==> config.mk <==
export PLATFORM = sky130hd
export DESIGN_NAME = ddr_cmd_if
export DESIGN_NICKNAME = d
export VERILOG_FILES = /design/src/core/ddr_cmd_pkg.sv /design/src/core/ddr_fifo.sv /design/src/core/ddr_cmd_if.sv
export SDC_FILE = /design/constraint.sdc
export NUM_CORES = 1
export LEC_CHECK = 0
export CORE_ASPECT_RATIO = 2
export CORE_MARGIN = 2
export CORE_UTILIZATION = 63
export CTS_CLUSTER_DIAMETER = 30
export DETAILED_ROUTE_END_ITERATION = 8
export DONT_BUFFER_PORTS = 1
export PLACE_DENSITY = 0.86
export SETUP_SLACK_MARGIN = 0.5
export SLEW_MARGIN = 10
export SYNTH_ARGS = -nofsm -noshare
export SYNTH_HDL_FRONTEND = slang
export SYNTH_SLANG_ARGS = --single-unit
==> constraint.sdc <==
create_clock -name sys_clk -period 7.45 [get_ports sys_clk]
set_clock_uncertainty 0.05 [all_clocks]
set_input_delay 0.3725 -clock sys_clk [delete_from_list [all_inputs] [get_ports sys_clk]]
set_output_delay 0.3725 -clock sys_clk [all_outputs]
set_load 0.005 [all_outputs]
==> src/core/ddr_cmd_pkg.sv <==
package ddr_cmd_pkg;
  localparam int DDR_ROW_BITS = 13;
  localparam int DDR_ADDR_BITS = 13;
  localparam int DDR_BANKS = 4;
  localparam int DDR_PALL_BIT = 10;
  localparam int DDR_FIFO_DEPTH = 8;
  localparam logic [3:0] DDR_CMD_ACT = 4'h3;
  localparam logic [3:0] DDR_CMD_RD = 4'h5;
  localparam logic [3:0] DDR_CMD_WR = 4'h4;
  localparam logic [3:0] DDR_CMD_BST = 4'h6;
  localparam logic [3:0] DDR_CMD_PRE = 4'h2;
  localparam logic [3:0] DDR_CMD_REF = 4'h1;
  localparam logic [3:0] DDR_CMD_MRS = 4'h0;
  localparam logic [1:0] DDR_ORG_X4 = 2'h0;
  localparam logic [1:0] DDR_ORG_X8 = 2'h1;
  localparam logic [1:0] DDR_ORG_X16 = 2'h2;
  localparam logic [2:0] DDR_BL_2 = 3'h1;
  localparam logic [2:0] DDR_BL_4 = 3'h2;
  localparam logic [2:0] DDR_BL_8 = 3'h3;
  localparam logic [2:0] DDR_RL_2 = 3'h2;
  localparam logic [2:0] DDR_RL_25 = 3'h6;
  localparam logic [2:0] DDR_RL_3 = 3'h3;
  localparam logic [12:0] DDR_MODE_RST = 13'h0032;
  localparam logic [12:0] DDR_EMODE_RST = 13'h0000;
  typedef enum logic [4:0] {
    DDR_ST_IDLE = 5'b00001,
    DDR_ST_ACTIVE = 5'b00010,
    DDR_ST_PPD = 5'b00100,
    DDR_ST_APD = 5'b01000,
    DDR_ST_SREF = 5'b10000
  } ddr_pwr_e;
endpackage

==> src/core/ddr_fifo.sv <==
`timescale 1ns/1ps
`default_nettype none
module ddr_fifo #(
  parameter int WIDTH = 18,
  parameter int DEPTH = 8
) (
  input wire logic sys_clk,
  input wire logic resetn,
  input wire logic inValid,
  output logic inReady,
  input wire logic [WIDTH-1:0] inData,
  output logic outValid,
  input wire logic outReady,
  output logic [WIDTH-1:0] outData
);
  localparam int AW = $clog2(DEPTH);
  if (DEPTH < 2 || (1 << AW) != DEPTH) begin : g_depthCheck
    $error("DEPTH must be a power of two");
  end
  logic [WIDTH-1:0] mem [DEPTH];
  logic [AW:0] wrPtr_ff;
  logic [AW:0] rdPtr_ff;
  logic full;
  assign full = (wrPtr_ff[AW] != rdPtr_ff[AW]) && (wrPtr_ff[AW-1:0] == rdPtr_ff[AW-1:0]);
  assign inReady = !full;
  assign outValid = wrPtr_ff != rdPtr_ff;
  assign outData = mem[rdPtr_ff[AW-1:0]];
  always_ff @(posedge sys_clk) begin
    if (inValid && !full) begin
      mem[wrPtr_ff[AW-1:0]] <= inData;
    end
  end
  always_ff @(posedge sys_clk or negedge resetn) begin
    if (!resetn) begin
      wrPtr_ff <= '0;
      rdPtr_ff <= '0;
    end else begin
      if (inValid && !full) begin
        wrPtr_ff <= wrPtr_ff + 1'b1;
      end
      if (outValid && outReady) begin
        rdPtr_ff <= rdPtr_ff + 1'b1;
      end
    end
  end
endmodule
`default_nettype wire

==> src/core/ddr_cmd_if.sv <==
// What this block does
// - Register address and control on rising clock
// - Two data beats per clock, both edges
// - Clock enable high runs clocks and buffers
// - Enable low: precharge, active power-down, self-refresh
// - Output disable asynchronous; self-refresh exit at next rising clock
// - Buffers off in power-down and self refresh
// - Chip select high masks every command
// - Decode command from select and strobes
// - Write beats kept, mask bits stored with them
// - Lower mask low byte, upper mask high
// - Write mask ignored during reads
// - Bank select picks target bank
// - Bit 10 high precharges all banks
// - Row on activate, column plus auto-precharge
// - Mode load: opcode, bank picks register
// - Address widths per organization
// - Strobe out with reads, in with writes
// - Lower strobe low byte, upper high; here either input strobe captures both bytes
// - Burst length 2, 4, 8; order bit ignored
// - Read latency 2 or 3; 2.5 runs as 3
// - Bank select encodes banks A to D
// - Write mask has zero latency
`timescale 1ns/1ps
`default_nettype none
module ddr_cmd_if
  import ddr_cmd_pkg::*;
#(
  parameter logic [1:0] ORG = DDR_ORG_X16
) (
  input wire logic sys_clk,
  input wire logic resetn,
  input wire logic clkEnable,
  input wire logic chipSelectN,
  input wire logic rowStrobeN,
  input wire logic colStrobeN,
  input wire logic writeEnableN,
  input wire logic bank_select_0,
  input wire logic bank_select_1,
  input wire logic [DDR_ADDR_BITS-1:0] addr,
  input wire logic [1:0] lower_write_mask,
  input wire logic [1:0] upper_write_mask,
  input wire logic [15:0] dataRiseIn,
  input wire logic [15:0] dataFallIn,
  input wire logic lower_data_strobe_in,
  input wire logic upper_data_strobe_in,
  output logic lower_data_strobe_out,
  output logic upper_data_strobe_out,
  output logic strobeOeN,
  output logic [15:0] dataRiseOut,
  output logic [15:0] dataFallOut,
  output logic dataOeN,
  input wire logic [31:0] readData,
  output logic readReq,
  output logic wrValid,
  input wire logic wrReady,
  output logic [35:0] wrWord,
  output logic [1:0] cmdBank,
  output logic [DDR_ROW_BITS-1:0] cmdRow,
  output logic [11:0] cmdCol,
  output logic cmdAutoPre,
  output logic [3:0] openBanks,
  output logic [4:0] powerState,
  output logic [12:0] modeReg,
  output logic [12:0] extModeReg,
  output logic refreshPulse
);
  if (ORG > DDR_ORG_X16) begin : g_orgCheck
    $error("ORG must be x4, x8 or x16");
  end

  typedef struct packed {
    ddr_pwr_e pwr;
    logic [3:0] open;
    logic [1:0] bank;
    logic [12:0] row;
    logic [11:0] col;
    logic autoPre;
    logic [12:0] mode;
    logic [12:0] emode;
    logic refresh;
    logic [3:0] rdWait;
    logic [3:0] rdLeft;
    logic [3:0] wrLeft;
    logic rdOn;
    logic [31:0] rdData;
    logic strobe;
  } ddr_state_s;

  ddr_state_s cur_ff;
  ddr_state_s nxt_cur;
  logic [3:0] cmd;
  logic active;
  logic fifoInValid;
  logic fifoInReady;
  logic [35:0] fifoIn;

  function automatic logic [3:0] burstBeats(input logic [2:0] bl);
    case (bl)
      DDR_BL_2: burstBeats = 4'h1;
      DDR_BL_4: burstBeats = 4'h2;
      DDR_BL_8: burstBeats = 4'h4;
      default: burstBeats = 4'h1;
    endcase
  endfunction

  // Output register adds the last clock, so count one short
  function automatic logic [3:0] latencyCycles(input logic [2:0] rl);
    case (rl)
      DDR_RL_2: latencyCycles = 4'h1;
      DDR_RL_25: latencyCycles = 4'h2;
      DDR_RL_3: latencyCycles = 4'h2;
      default: latencyCycles = 4'h2;
    endcase
  endfunction

  function automatic logic [11:0] colMask(input logic [12:0] a);
    case (ORG)
      DDR_ORG_X4: colMask = {1'b0, a[11], 10'h000} | {2'h0, a[9:0]};
      DDR_ORG_X8: colMask = {2'h0, a[9:0]};
      default: colMask = {3'h0, a[8:0]};
    endcase
  endfunction

  // Buffers off except clock enable in low-power states
  assign active = clkEnable && (cur_ff.pwr == DDR_ST_IDLE || cur_ff.pwr == DDR_ST_ACTIVE);
  assign cmd = chipSelectN ? 4'hF : {chipSelectN, rowStrobeN, colStrobeN, writeEnableN};

  always_comb begin
    nxt_cur = cur_ff;
    nxt_cur.refresh = 1'b0;
    nxt_cur.strobe = 1'b0;
    case (cur_ff.pwr)
      DDR_ST_IDLE, DDR_ST_ACTIVE: begin
        if (!clkEnable) begin
          if (cur_ff.open != 4'h0) begin
            nxt_cur.pwr = DDR_ST_APD;
          end else if (cmd == DDR_CMD_REF) begin
            nxt_cur.pwr = DDR_ST_SREF;
          end else begin
            nxt_cur.pwr = DDR_ST_PPD;
          end
        end else begin
          case (cmd)
            DDR_CMD_ACT: begin
              nxt_cur.bank = {bank_select_1, bank_select_0};
              nxt_cur.row = addr;
              nxt_cur.open[{bank_select_1, bank_select_0}] = 1'b1;
            end
            DDR_CMD_RD: begin
              nxt_cur.bank = {bank_select_1, bank_select_0};
              nxt_cur.col = colMask(addr);
              nxt_cur.autoPre = addr[DDR_PALL_BIT];
              nxt_cur.rdWait = latencyCycles(cur_ff.mode[6:4]);
              nxt_cur.rdLeft = burstBeats(cur_ff.mode[2:0]);
              nxt_cur.wrLeft = 4'h0;
            end
            DDR_CMD_WR: begin
              nxt_cur.bank = {bank_select_1, bank_select_0};
              nxt_cur.col = colMask(addr);
              nxt_cur.autoPre = addr[DDR_PALL_BIT];
              nxt_cur.wrLeft = burstBeats(cur_ff.mode[2:0]);
              nxt_cur.rdLeft = 4'h0;
              nxt_cur.rdOn = 1'b0;
            end
            DDR_CMD_BST: begin
              nxt_cur.rdLeft = 4'h0;
              nxt_cur.wrLeft = 4'h0;
              nxt_cur.rdOn = 1'b0;
            end
            DDR_CMD_PRE: begin
              if (addr[DDR_PALL_BIT]) begin
                nxt_cur.open = 4'h0;
              end else begin
                nxt_cur.open[{bank_select_1, bank_select_0}] = 1'b0;
              end
            end
            DDR_CMD_REF: nxt_cur.refresh = 1'b1;
            DDR_CMD_MRS: begin
              if (bank_select_0) begin
                nxt_cur.emode = addr;
              end else begin
                nxt_cur.mode = addr;
              end
            end
            default: ;
          endcase
          nxt_cur.pwr = (nxt_cur.open != 4'h0) ? DDR_ST_ACTIVE : DDR_ST_IDLE;
        end
      end
      DDR_ST_PPD, DDR_ST_APD: begin
        if (clkEnable) begin
          nxt_cur.pwr = (cur_ff.open != 4'h0) ? DDR_ST_ACTIVE : DDR_ST_IDLE;
        end
      end
      DDR_ST_SREF: begin
        // Exit taken at the next rising edge once enable is high
        if (clkEnable) begin
          nxt_cur.pwr = DDR_ST_IDLE;
        end
      end
      default: nxt_cur.pwr = DDR_ST_IDLE;
    endcase
    // Read pipeline: latency countdown then one word per clock
    if (cur_ff.rdWait != 4'h0) begin
      nxt_cur.rdWait = cur_ff.rdWait - 4'h1;
    end else if (cur_ff.rdLeft != 4'h0 && clkEnable) begin
      nxt_cur.rdLeft = cur_ff.rdLeft - 4'h1;
      nxt_cur.rdOn = 1'b1;
      nxt_cur.rdData = readData;
      nxt_cur.strobe = 1'b1;
    end else begin
      nxt_cur.rdOn = 1'b0;
    end
    if (cur_ff.wrLeft != 4'h0 && fifoInValid && fifoInReady) begin
      nxt_cur.wrLeft = cur_ff.wrLeft - 4'h1;
    end
    if (cur_ff.rdLeft == 4'h1 && cur_ff.rdWait == 4'h0 && clkEnable && cur_ff.autoPre) begin
      nxt_cur.open[cur_ff.bank] = 1'b0;
    end
    if (cur_ff.wrLeft == 4'h1 && fifoInValid && fifoInReady && cur_ff.autoPre) begin
      nxt_cur.open[cur_ff.bank] = 1'b0;
    end
    if (!active) begin
      nxt_cur.rdOn = 1'b0;
    end
  end

  always_ff @(posedge sys_clk or negedge resetn) begin
    if (!resetn) begin
      cur_ff <= '{pwr: DDR_ST_IDLE, mode: DDR_MODE_RST, emode: DDR_EMODE_RST, default: '0};
    end else begin
      cur_ff <= nxt_cur;
    end
  end

  // Write beats: rise and fall words taken together at the rising clock while either strobe is high, mask folded in at the same edge
  assign fifoInValid = (cur_ff.wrLeft != 4'h0) && active && (lower_data_strobe_in || upper_data_strobe_in);
  // Rise/fall mask bits per byte, no delay
  assign fifoIn = {upper_write_mask[1], lower_write_mask[1], upper_write_mask[0], lower_write_mask[0], dataFallIn, dataRiseIn};

  ddr_fifo #(.WIDTH(36), .DEPTH(DDR_FIFO_DEPTH)) u_wfifo (
    .sys_clk(sys_clk),
    .resetn(resetn),
    .inValid(fifoInValid),
    .inReady(fifoInReady),
    .inData(fifoIn),
    .outValid(wrValid),
    .outReady(wrReady),
    .outData(wrWord)
  );

  // Mask pins never looked at while reading
  assign readReq = (cur_ff.rdWait == 4'h0) && (cur_ff.rdLeft != 4'h0) && clkEnable;
  assign dataRiseOut = cur_ff.rdData[15:0];
  assign dataFallOut = cur_ff.rdData[31:16];
  assign dataOeN = !(cur_ff.rdOn && clkEnable);
  assign strobeOeN = !(cur_ff.rdOn && clkEnable);
  assign lower_data_strobe_out = cur_ff.strobe;
  assign upper_data_strobe_out = cur_ff.strobe && (ORG == DDR_ORG_X16);
  assign cmdBank = cur_ff.bank;
  assign cmdRow = cur_ff.row;
  assign cmdCol = cur_ff.col;
  assign cmdAutoPre = cur_ff.autoPre;
  assign openBanks = cur_ff.open;
  assign powerState = cur_ff.pwr;
  assign modeReg = cur_ff.mode;
  assign extModeReg = cur_ff.emode;
  assign refreshPulse = cur_ff.refresh;
endmodule
`default_nettype wire

# ---- Word level (Yosys, flattened, before mapping)
# Memories as Yosys holds them, arrays and structs flattened.
# Index checks and enable logic that the tools add are counted.
dict set report word_totals {
  reg_bits 115
  ramBits 288
  input_bits 93
  output_inout_bits 138
  wordCells 154
  memories 1
}
dict set report classes {
  addsub 5
  magnitude_cmp 4
  eq_ne 24
  n_mux 43
  n_bitwise 8
  n_reduce_logical 52
}
# memory depth width rd rd_clocked_by_memory_dff write_ports line_no
set mem_list {}
lappend mem_list {u_wfifo.mem 8 36 1 0 1 ddr_fifo.sv:20} ;# logic [WIDTH-1:0] mem [DEPTH];
# cell n
set ops {}
lappend ops {{72-bit two-way mux} 2}
lappend ops {{4-bit two-way mux} 11}
lappend ops {{13-bit two-way mux} 3}
lappend ops {{34-bit two-way mux} 1}
lappend ops {{33-bit two-way mux} 1}
lappend ops {{26-bit two-way mux} 1}
lappend ops {{5-bit two-way mux} 5}
lappend ops {{8-bit case mux with 3 select lines} 1}
lappend ops {{4-bit nonzero test} 6}
lappend ops {{1-bit logical AND} 20}
lappend ops {{3-bit AND reduction} 6}
lappend ops {{5-bit case mux with 3 select lines} 1}
lappend ops {{4-bit bitwise AND} 3}
lappend ops {{4-bit by 1-bit equality test with 1-bit output (second input constant)} 3}
lappend ops {{4-bit by 3-bit equality test with 1-bit output (second input constant)} 3}
lappend ops {{4-bit by 1-bit subtractor with 4-bit output (second input constant)} 3}
lappend ops {{10-bit two-way mux} 1}
lappend ops {{2-bit nonzero test} 5}
lappend ops {{3-bit by 2-bit equality test with 1-bit output (second input constant)} 3}
lappend ops {{4-bit by 1-bit adder with 4-bit output (second input constant)} 2}
lappend ops {{4-bit by 2-bit equality test with 1-bit output (second input constant)} 2}
lappend ops {{4-bit logical NOT} 2}
lappend ops {{1-bit two-way mux} 8}
lappend ops {{2-bit two-way mux} 4}
lappend ops {{25 further kinds} 39}

# ---- Logic depth before layout (Yosys ltp)
dict set report depth {
  ltp_word 16
  mapped_depth 8
  depth_no_buf 7
}

# ---- Cells and area by module
# From an unflattened synthesis, not the netlist that was laid out.
dict set report hier_totals {
  hier_cells 992
  area_unflattened_um2 16871.2
}
# mod n_inst cells_each area_each_um2
set by_module_without_submodules {}
lappend by_module_without_submodules {ddr_fifo 1 476 11453.5}
lappend by_module_without_submodules {ddr_cmd_if 1 516 5417.7}

# ---- Worst setup path before layout
# Ideal clock, no wire load.
dict set report synth_path {
  path_type {register -> register}
  from {reg cur_ff (netlist bit powerState[2])}
  to {mem u_wfifo.mem[1][0] (enable)}
  arrival_time_ns 5.259
  required_time_ns 6.868
  slack_ns 1.609
  path_stages_with_launch 6
  path_buffers 1
  synth_period_minus_slack_ns 5.841
  path_cell_list {dfrtp_1 buf_4 or4b_4 nor2_8 o311ai_4 nor4b_1}
}
dict set report synth_via {
  elab_chain_cells 8
}
# element line_no
set synth_lines {}
lappend synth_lines {{start, declared} ddr_cmd_if.sv:90} ;# ddr_state_s cur_ff;
lappend synth_lines {{start signal, assigned} ddr_cmd_if.sv:233} ;# cur_ff <= nxt_cur;
lappend synth_lines {{5-bit by 1-bit equality test with 1-bit output or 5-bit by 2-bit equality test with 1-bit output (tied branches)} ddr_cmd_if.sv:126} ;# assign active = clkEnable && (cur_ff.pwr == DDR_ST_IDLE || cur_ff.pwr == DDR_ST_ACTIVE);
lappend synth_lines {{1-bit logical OR *} ddr_cmd_if.sv:126}
lappend synth_lines {{1-bit logical AND *} ddr_cmd_if.sv:126}
lappend synth_lines {{1-bit logical AND * (2 in a row)} ddr_cmd_if.sv:238} ;# assign fifoInValid = (cur_ff.wrLeft != 4'h0) && active && (lower_data_strobe_in || upper_data_strobe_in);
lappend synth_lines {{1-bit logical AND *} ddr_fifo.sv:29} ;# if (inValid && !full) begin
lappend synth_lines {{1-bit two-way mux *} ddr_fifo.sv:29}
lappend synth_lines {{1-bit two-way mux (not written as such) *} ddr_fifo.sv:30} ;# mem[wrPtr_ff[AW-1:0]] <= inData;
lappend synth_lines {{end, declared} ddr_fifo.sv:20}
# Mark *: on every way between the ends. The rest lies on a longest branch, timed or not.

# ---- Final worst setup path
dict set report layout_path {
  from {reg u_wfifo.rdPtr_ff[0]}
  to {out wrWord[31]}
}
dict set report layout_via {
  elab_chain_cells 1
}
# element line_no
set layout_lines {}
lappend layout_lines {{start, declared} ddr_fifo.sv:22} ;# logic [AW:0] rdPtr_ff;
lappend layout_lines {{start signal, assigned} ddr_fifo.sv:42} ;# rdPtr_ff <= rdPtr_ff + 1'b1;
lappend layout_lines {{memory read 8 x 36 bit} -}
lappend layout_lines {{end, declared} ddr_cmd_if.sv:57} ;# output logic [35:0] wrWord,
# No other way between the ends.

==> results.ini <==
[power_and_ir_drop]
p_seq_share_pct=46.4
p_sw_mw=2.17
finalPower_mw=7.17
combPwrFrac_pct=24.2
swShare_pct=30.2
p_int_mw=5.01
clkPwrFrac_pct=29.4
p_per_area_nw_per_um2=381
max-vdd-ir-drop_v=0.000291
power_leakage_nw=6.73

[logic_synthesis]
synth_top_family_by_area=multiplexers
synthSimpleGateAreaFrac_pct=4.04
synth_edf_count=288
synth_compound_area_share_pct=2.51
ys_seq_area_share_pct=68.2
syn_inst=937
ys_ff_latch=403
synth_flop_cell=edfxtp_1
avgSynthCellArea_um2=18.1
yosys-mux-area-fraction_pct=18.1
yosys.area_share.adder_pct=0.518
synth_xor_xnor_area_share_pct=0.776
ys_async_sr_fraction_pct=28.5
syn_area_um2=16900
ys_types=66
yosysWarnings=0

[timing]
fin_setup_tns_ns=0
hold_violations=0
post-route-period-util_pct=48.1
maxSlewViolCount=0
fmax_mhz=279
period_needed_ns=3.58
maxSlewHeadroom_pct=15.3
setup_viol=0
rsz0062_at_grt=false
setup_ws_ns=3.87
worstMarginPinSlew_ns=1.26

[route]
drc=0
viasPerCell=6.35
wl_per_cell_um=26.2
wl_mm=34.6
ant_nets=0
drtPass1Iterations=6
drtIter0Drc=688
vias=8381

[cts]
root_buffer=clkbuf_16
ctsLongestPathBuffers=3
cts-resized-gates=0
cts_buffers=43
path_clk_slew_ns=0.06
cts.sinks=403
insertion_delay_ns=0.55
cts_tree=yes
htreeDepth=2

[cells_and_area]
area_delta_synth_final_pct=11.4
mostFrequentLayoutCells=edfxtp_1 (288), dfrtp_1 (108), mux2_2 (100)
fin_area_um2=18800
layout_commonest_cell=edfxtp_1
nets=1040
drive_gt1_share_pct=31.2
utilization_pct=71.4

[global_routing]
grt_pass1_vias=9004
grt_start_max_net_pins=116
antenna_found_initial=1
grt_overflow=0
grt_pass1_wl_mm=53.0
grt_usage_pct=24.9

[setup_path]
worstPathArrival_ns=3.16
r2r_cells=5
path_max_fanout=41
start_kind=register
crit_type=reg2out
cp-end-kind=output pin
critPathRequiredTime_ns=7.03

[floorplan]
core_area_um2=26400
pin_count=231
dieArea_um2=28300
rows=84
die_y_um=236
die_w_um=120
initial_utilization_pct=64.1

[run]
drv_cap=0

[placement]
gp_routability_congestion=0.829
dp_worst_setup_slack_ns=3.89
io_buffers=0
hpwl_mm=19.4
placed_area_um2=16500

[min_path]
hold_depth=2
hold_class=in2reg

[run_status]
status=complete, no violations

-- stage by stage --
stage	instances	hold WS (ns)
final	1319	0.0253
after CTS	1318	0.00604
after floorplan	939	0.0269
after global placement	1153	0.0303
after global routing	1319	0.0547
after detailed placement	1153	0.0309
-- power groups by stage --
stage	clock network, mW	registers, mW	logic (mW)
after floorplan	0	3.04	1.85
after global placement	0	3.34	1.61
after detailed placement	0	3.37	1.66
after CTS	2.14	3.33	1.76
after global routing	2.22	3.39	1.87
final	2.11	3.33	1.74
-- critical path, cell delays in order (launching register included) --
cell and delay (ns):
dfrtp_4 0.89, buf_4 0.74, mux4_2 0.62, mux2_2 0.32
-- registers in the layout (all words and copies together) (netlist names) --
signal,cells
refreshPulse,1
cmdCol,9
cmdAutoPre,1
u_wfifo.rdPtr_ff,4
powerState,5
u_wfifo.wrPtr_ff,4
dataRiseOut,16
lower_data_strobe_out,1
modeReg,13
dataFallOut,16
u_wfifo.mem,288
extModeReg,13
openBanks,4
cur_ff,13
cmdRow,13
cmdBank,2
-- timing repair --
item,in CTS,in global routing
endpoints found under the hold margin,493,0
setup buffers,0,0
hold buffers,86,0
-- synthesized netlist by cell type (4+ instances only) --
library cell,number,area (um2)
a21oi_1,19,95.1
a221oi_1,6,52.6
a31oi_1,5,31.3
buf_1,5,18.8
buf_2,17,85.1
buf_4,98,736
buf_6,4,45.0
clkbuf_1,16,60.1
dfrtp_1,111,2780
dfstp_2,4,105
edfxtp_1,288,8650
ha_1,7,87.6
inv_1,12,45.0
mux2_2,100,1130
mux2_4,20,300
mux4_2,72,1620
nand2_1,17,63.8
nand2b_1,8,50.1
nand3_1,4,20.0
nand4_1,6,37.5
nor2_1,14,52.6
nor2b_1,4,25.0
nor3_1,8,40.0
nor4_1,7,43.8
o21ai_0,8,40.0
or4_1,4,30.0
xnor2_1,10,87.6
xor2_1,5,43.8
-- logic make-up after synthesis --
family | count (synthesis)
AOI/OAI and AO/OA | 61
DFF | 403
muxes | 194
buffers and inverters | 152
and+or+nand+nor | 104
other | 1
adders and majority gates | 7
xor gates and xnor gates | 15
-- cell type report --
type                            instances  area, um2
Multi-Input combinational cell        384       4450
Antenna cell                            1       2.50
Clock inverter                         29        249
Timing Repair Buffer                   96        953
Fill cell                            1497       7530
Tap cell                              344        430
Inverter                               12       45.0
Clock buffer                           50       1180
Sequential cell                       403      11500
-- worst paths after layout --
check                                                 from                              end  slack, ns
hold reg to reg                     cur_ff[42]$_DFFE_PN0P_           cur_ff[42]$_DFFE_PN0P_       0.43
hold / removal                               bank_select_1           openBanks[3]$_DFF_PN0_       0.03
min in group asynchronous                           resetn          modeReg[10]$_DFFE_PN0P_       0.45
setup / recovery           u_wfifo.rdPtr_ff[0]$_DFFE_PN0P_                       wrWord[31]       3.87
max in group asynchronous                           resetn  u_wfifo.rdPtr_ff[1]$_DFFE_PN0P_       6.46
setup reg to reg           u_wfifo.rdPtr_ff[1]$_DFFE_PN0P_     u_wfifo.mem[7][19]$_DFFE_PP_       3.95
-- layer usage --
metal / global-route usage [%] / vias to the layer above / share of wire (%)
met4: 11.3 / 0 / 4.2
li1: - / 3556 / -
met1: 28.0 / 4299 / 33
met3: 5.16 / 102 / 7.2
met5: 0 / - / 0
met2: 45.0 / 424 / 55
Power figures use the tool's default switching activity.
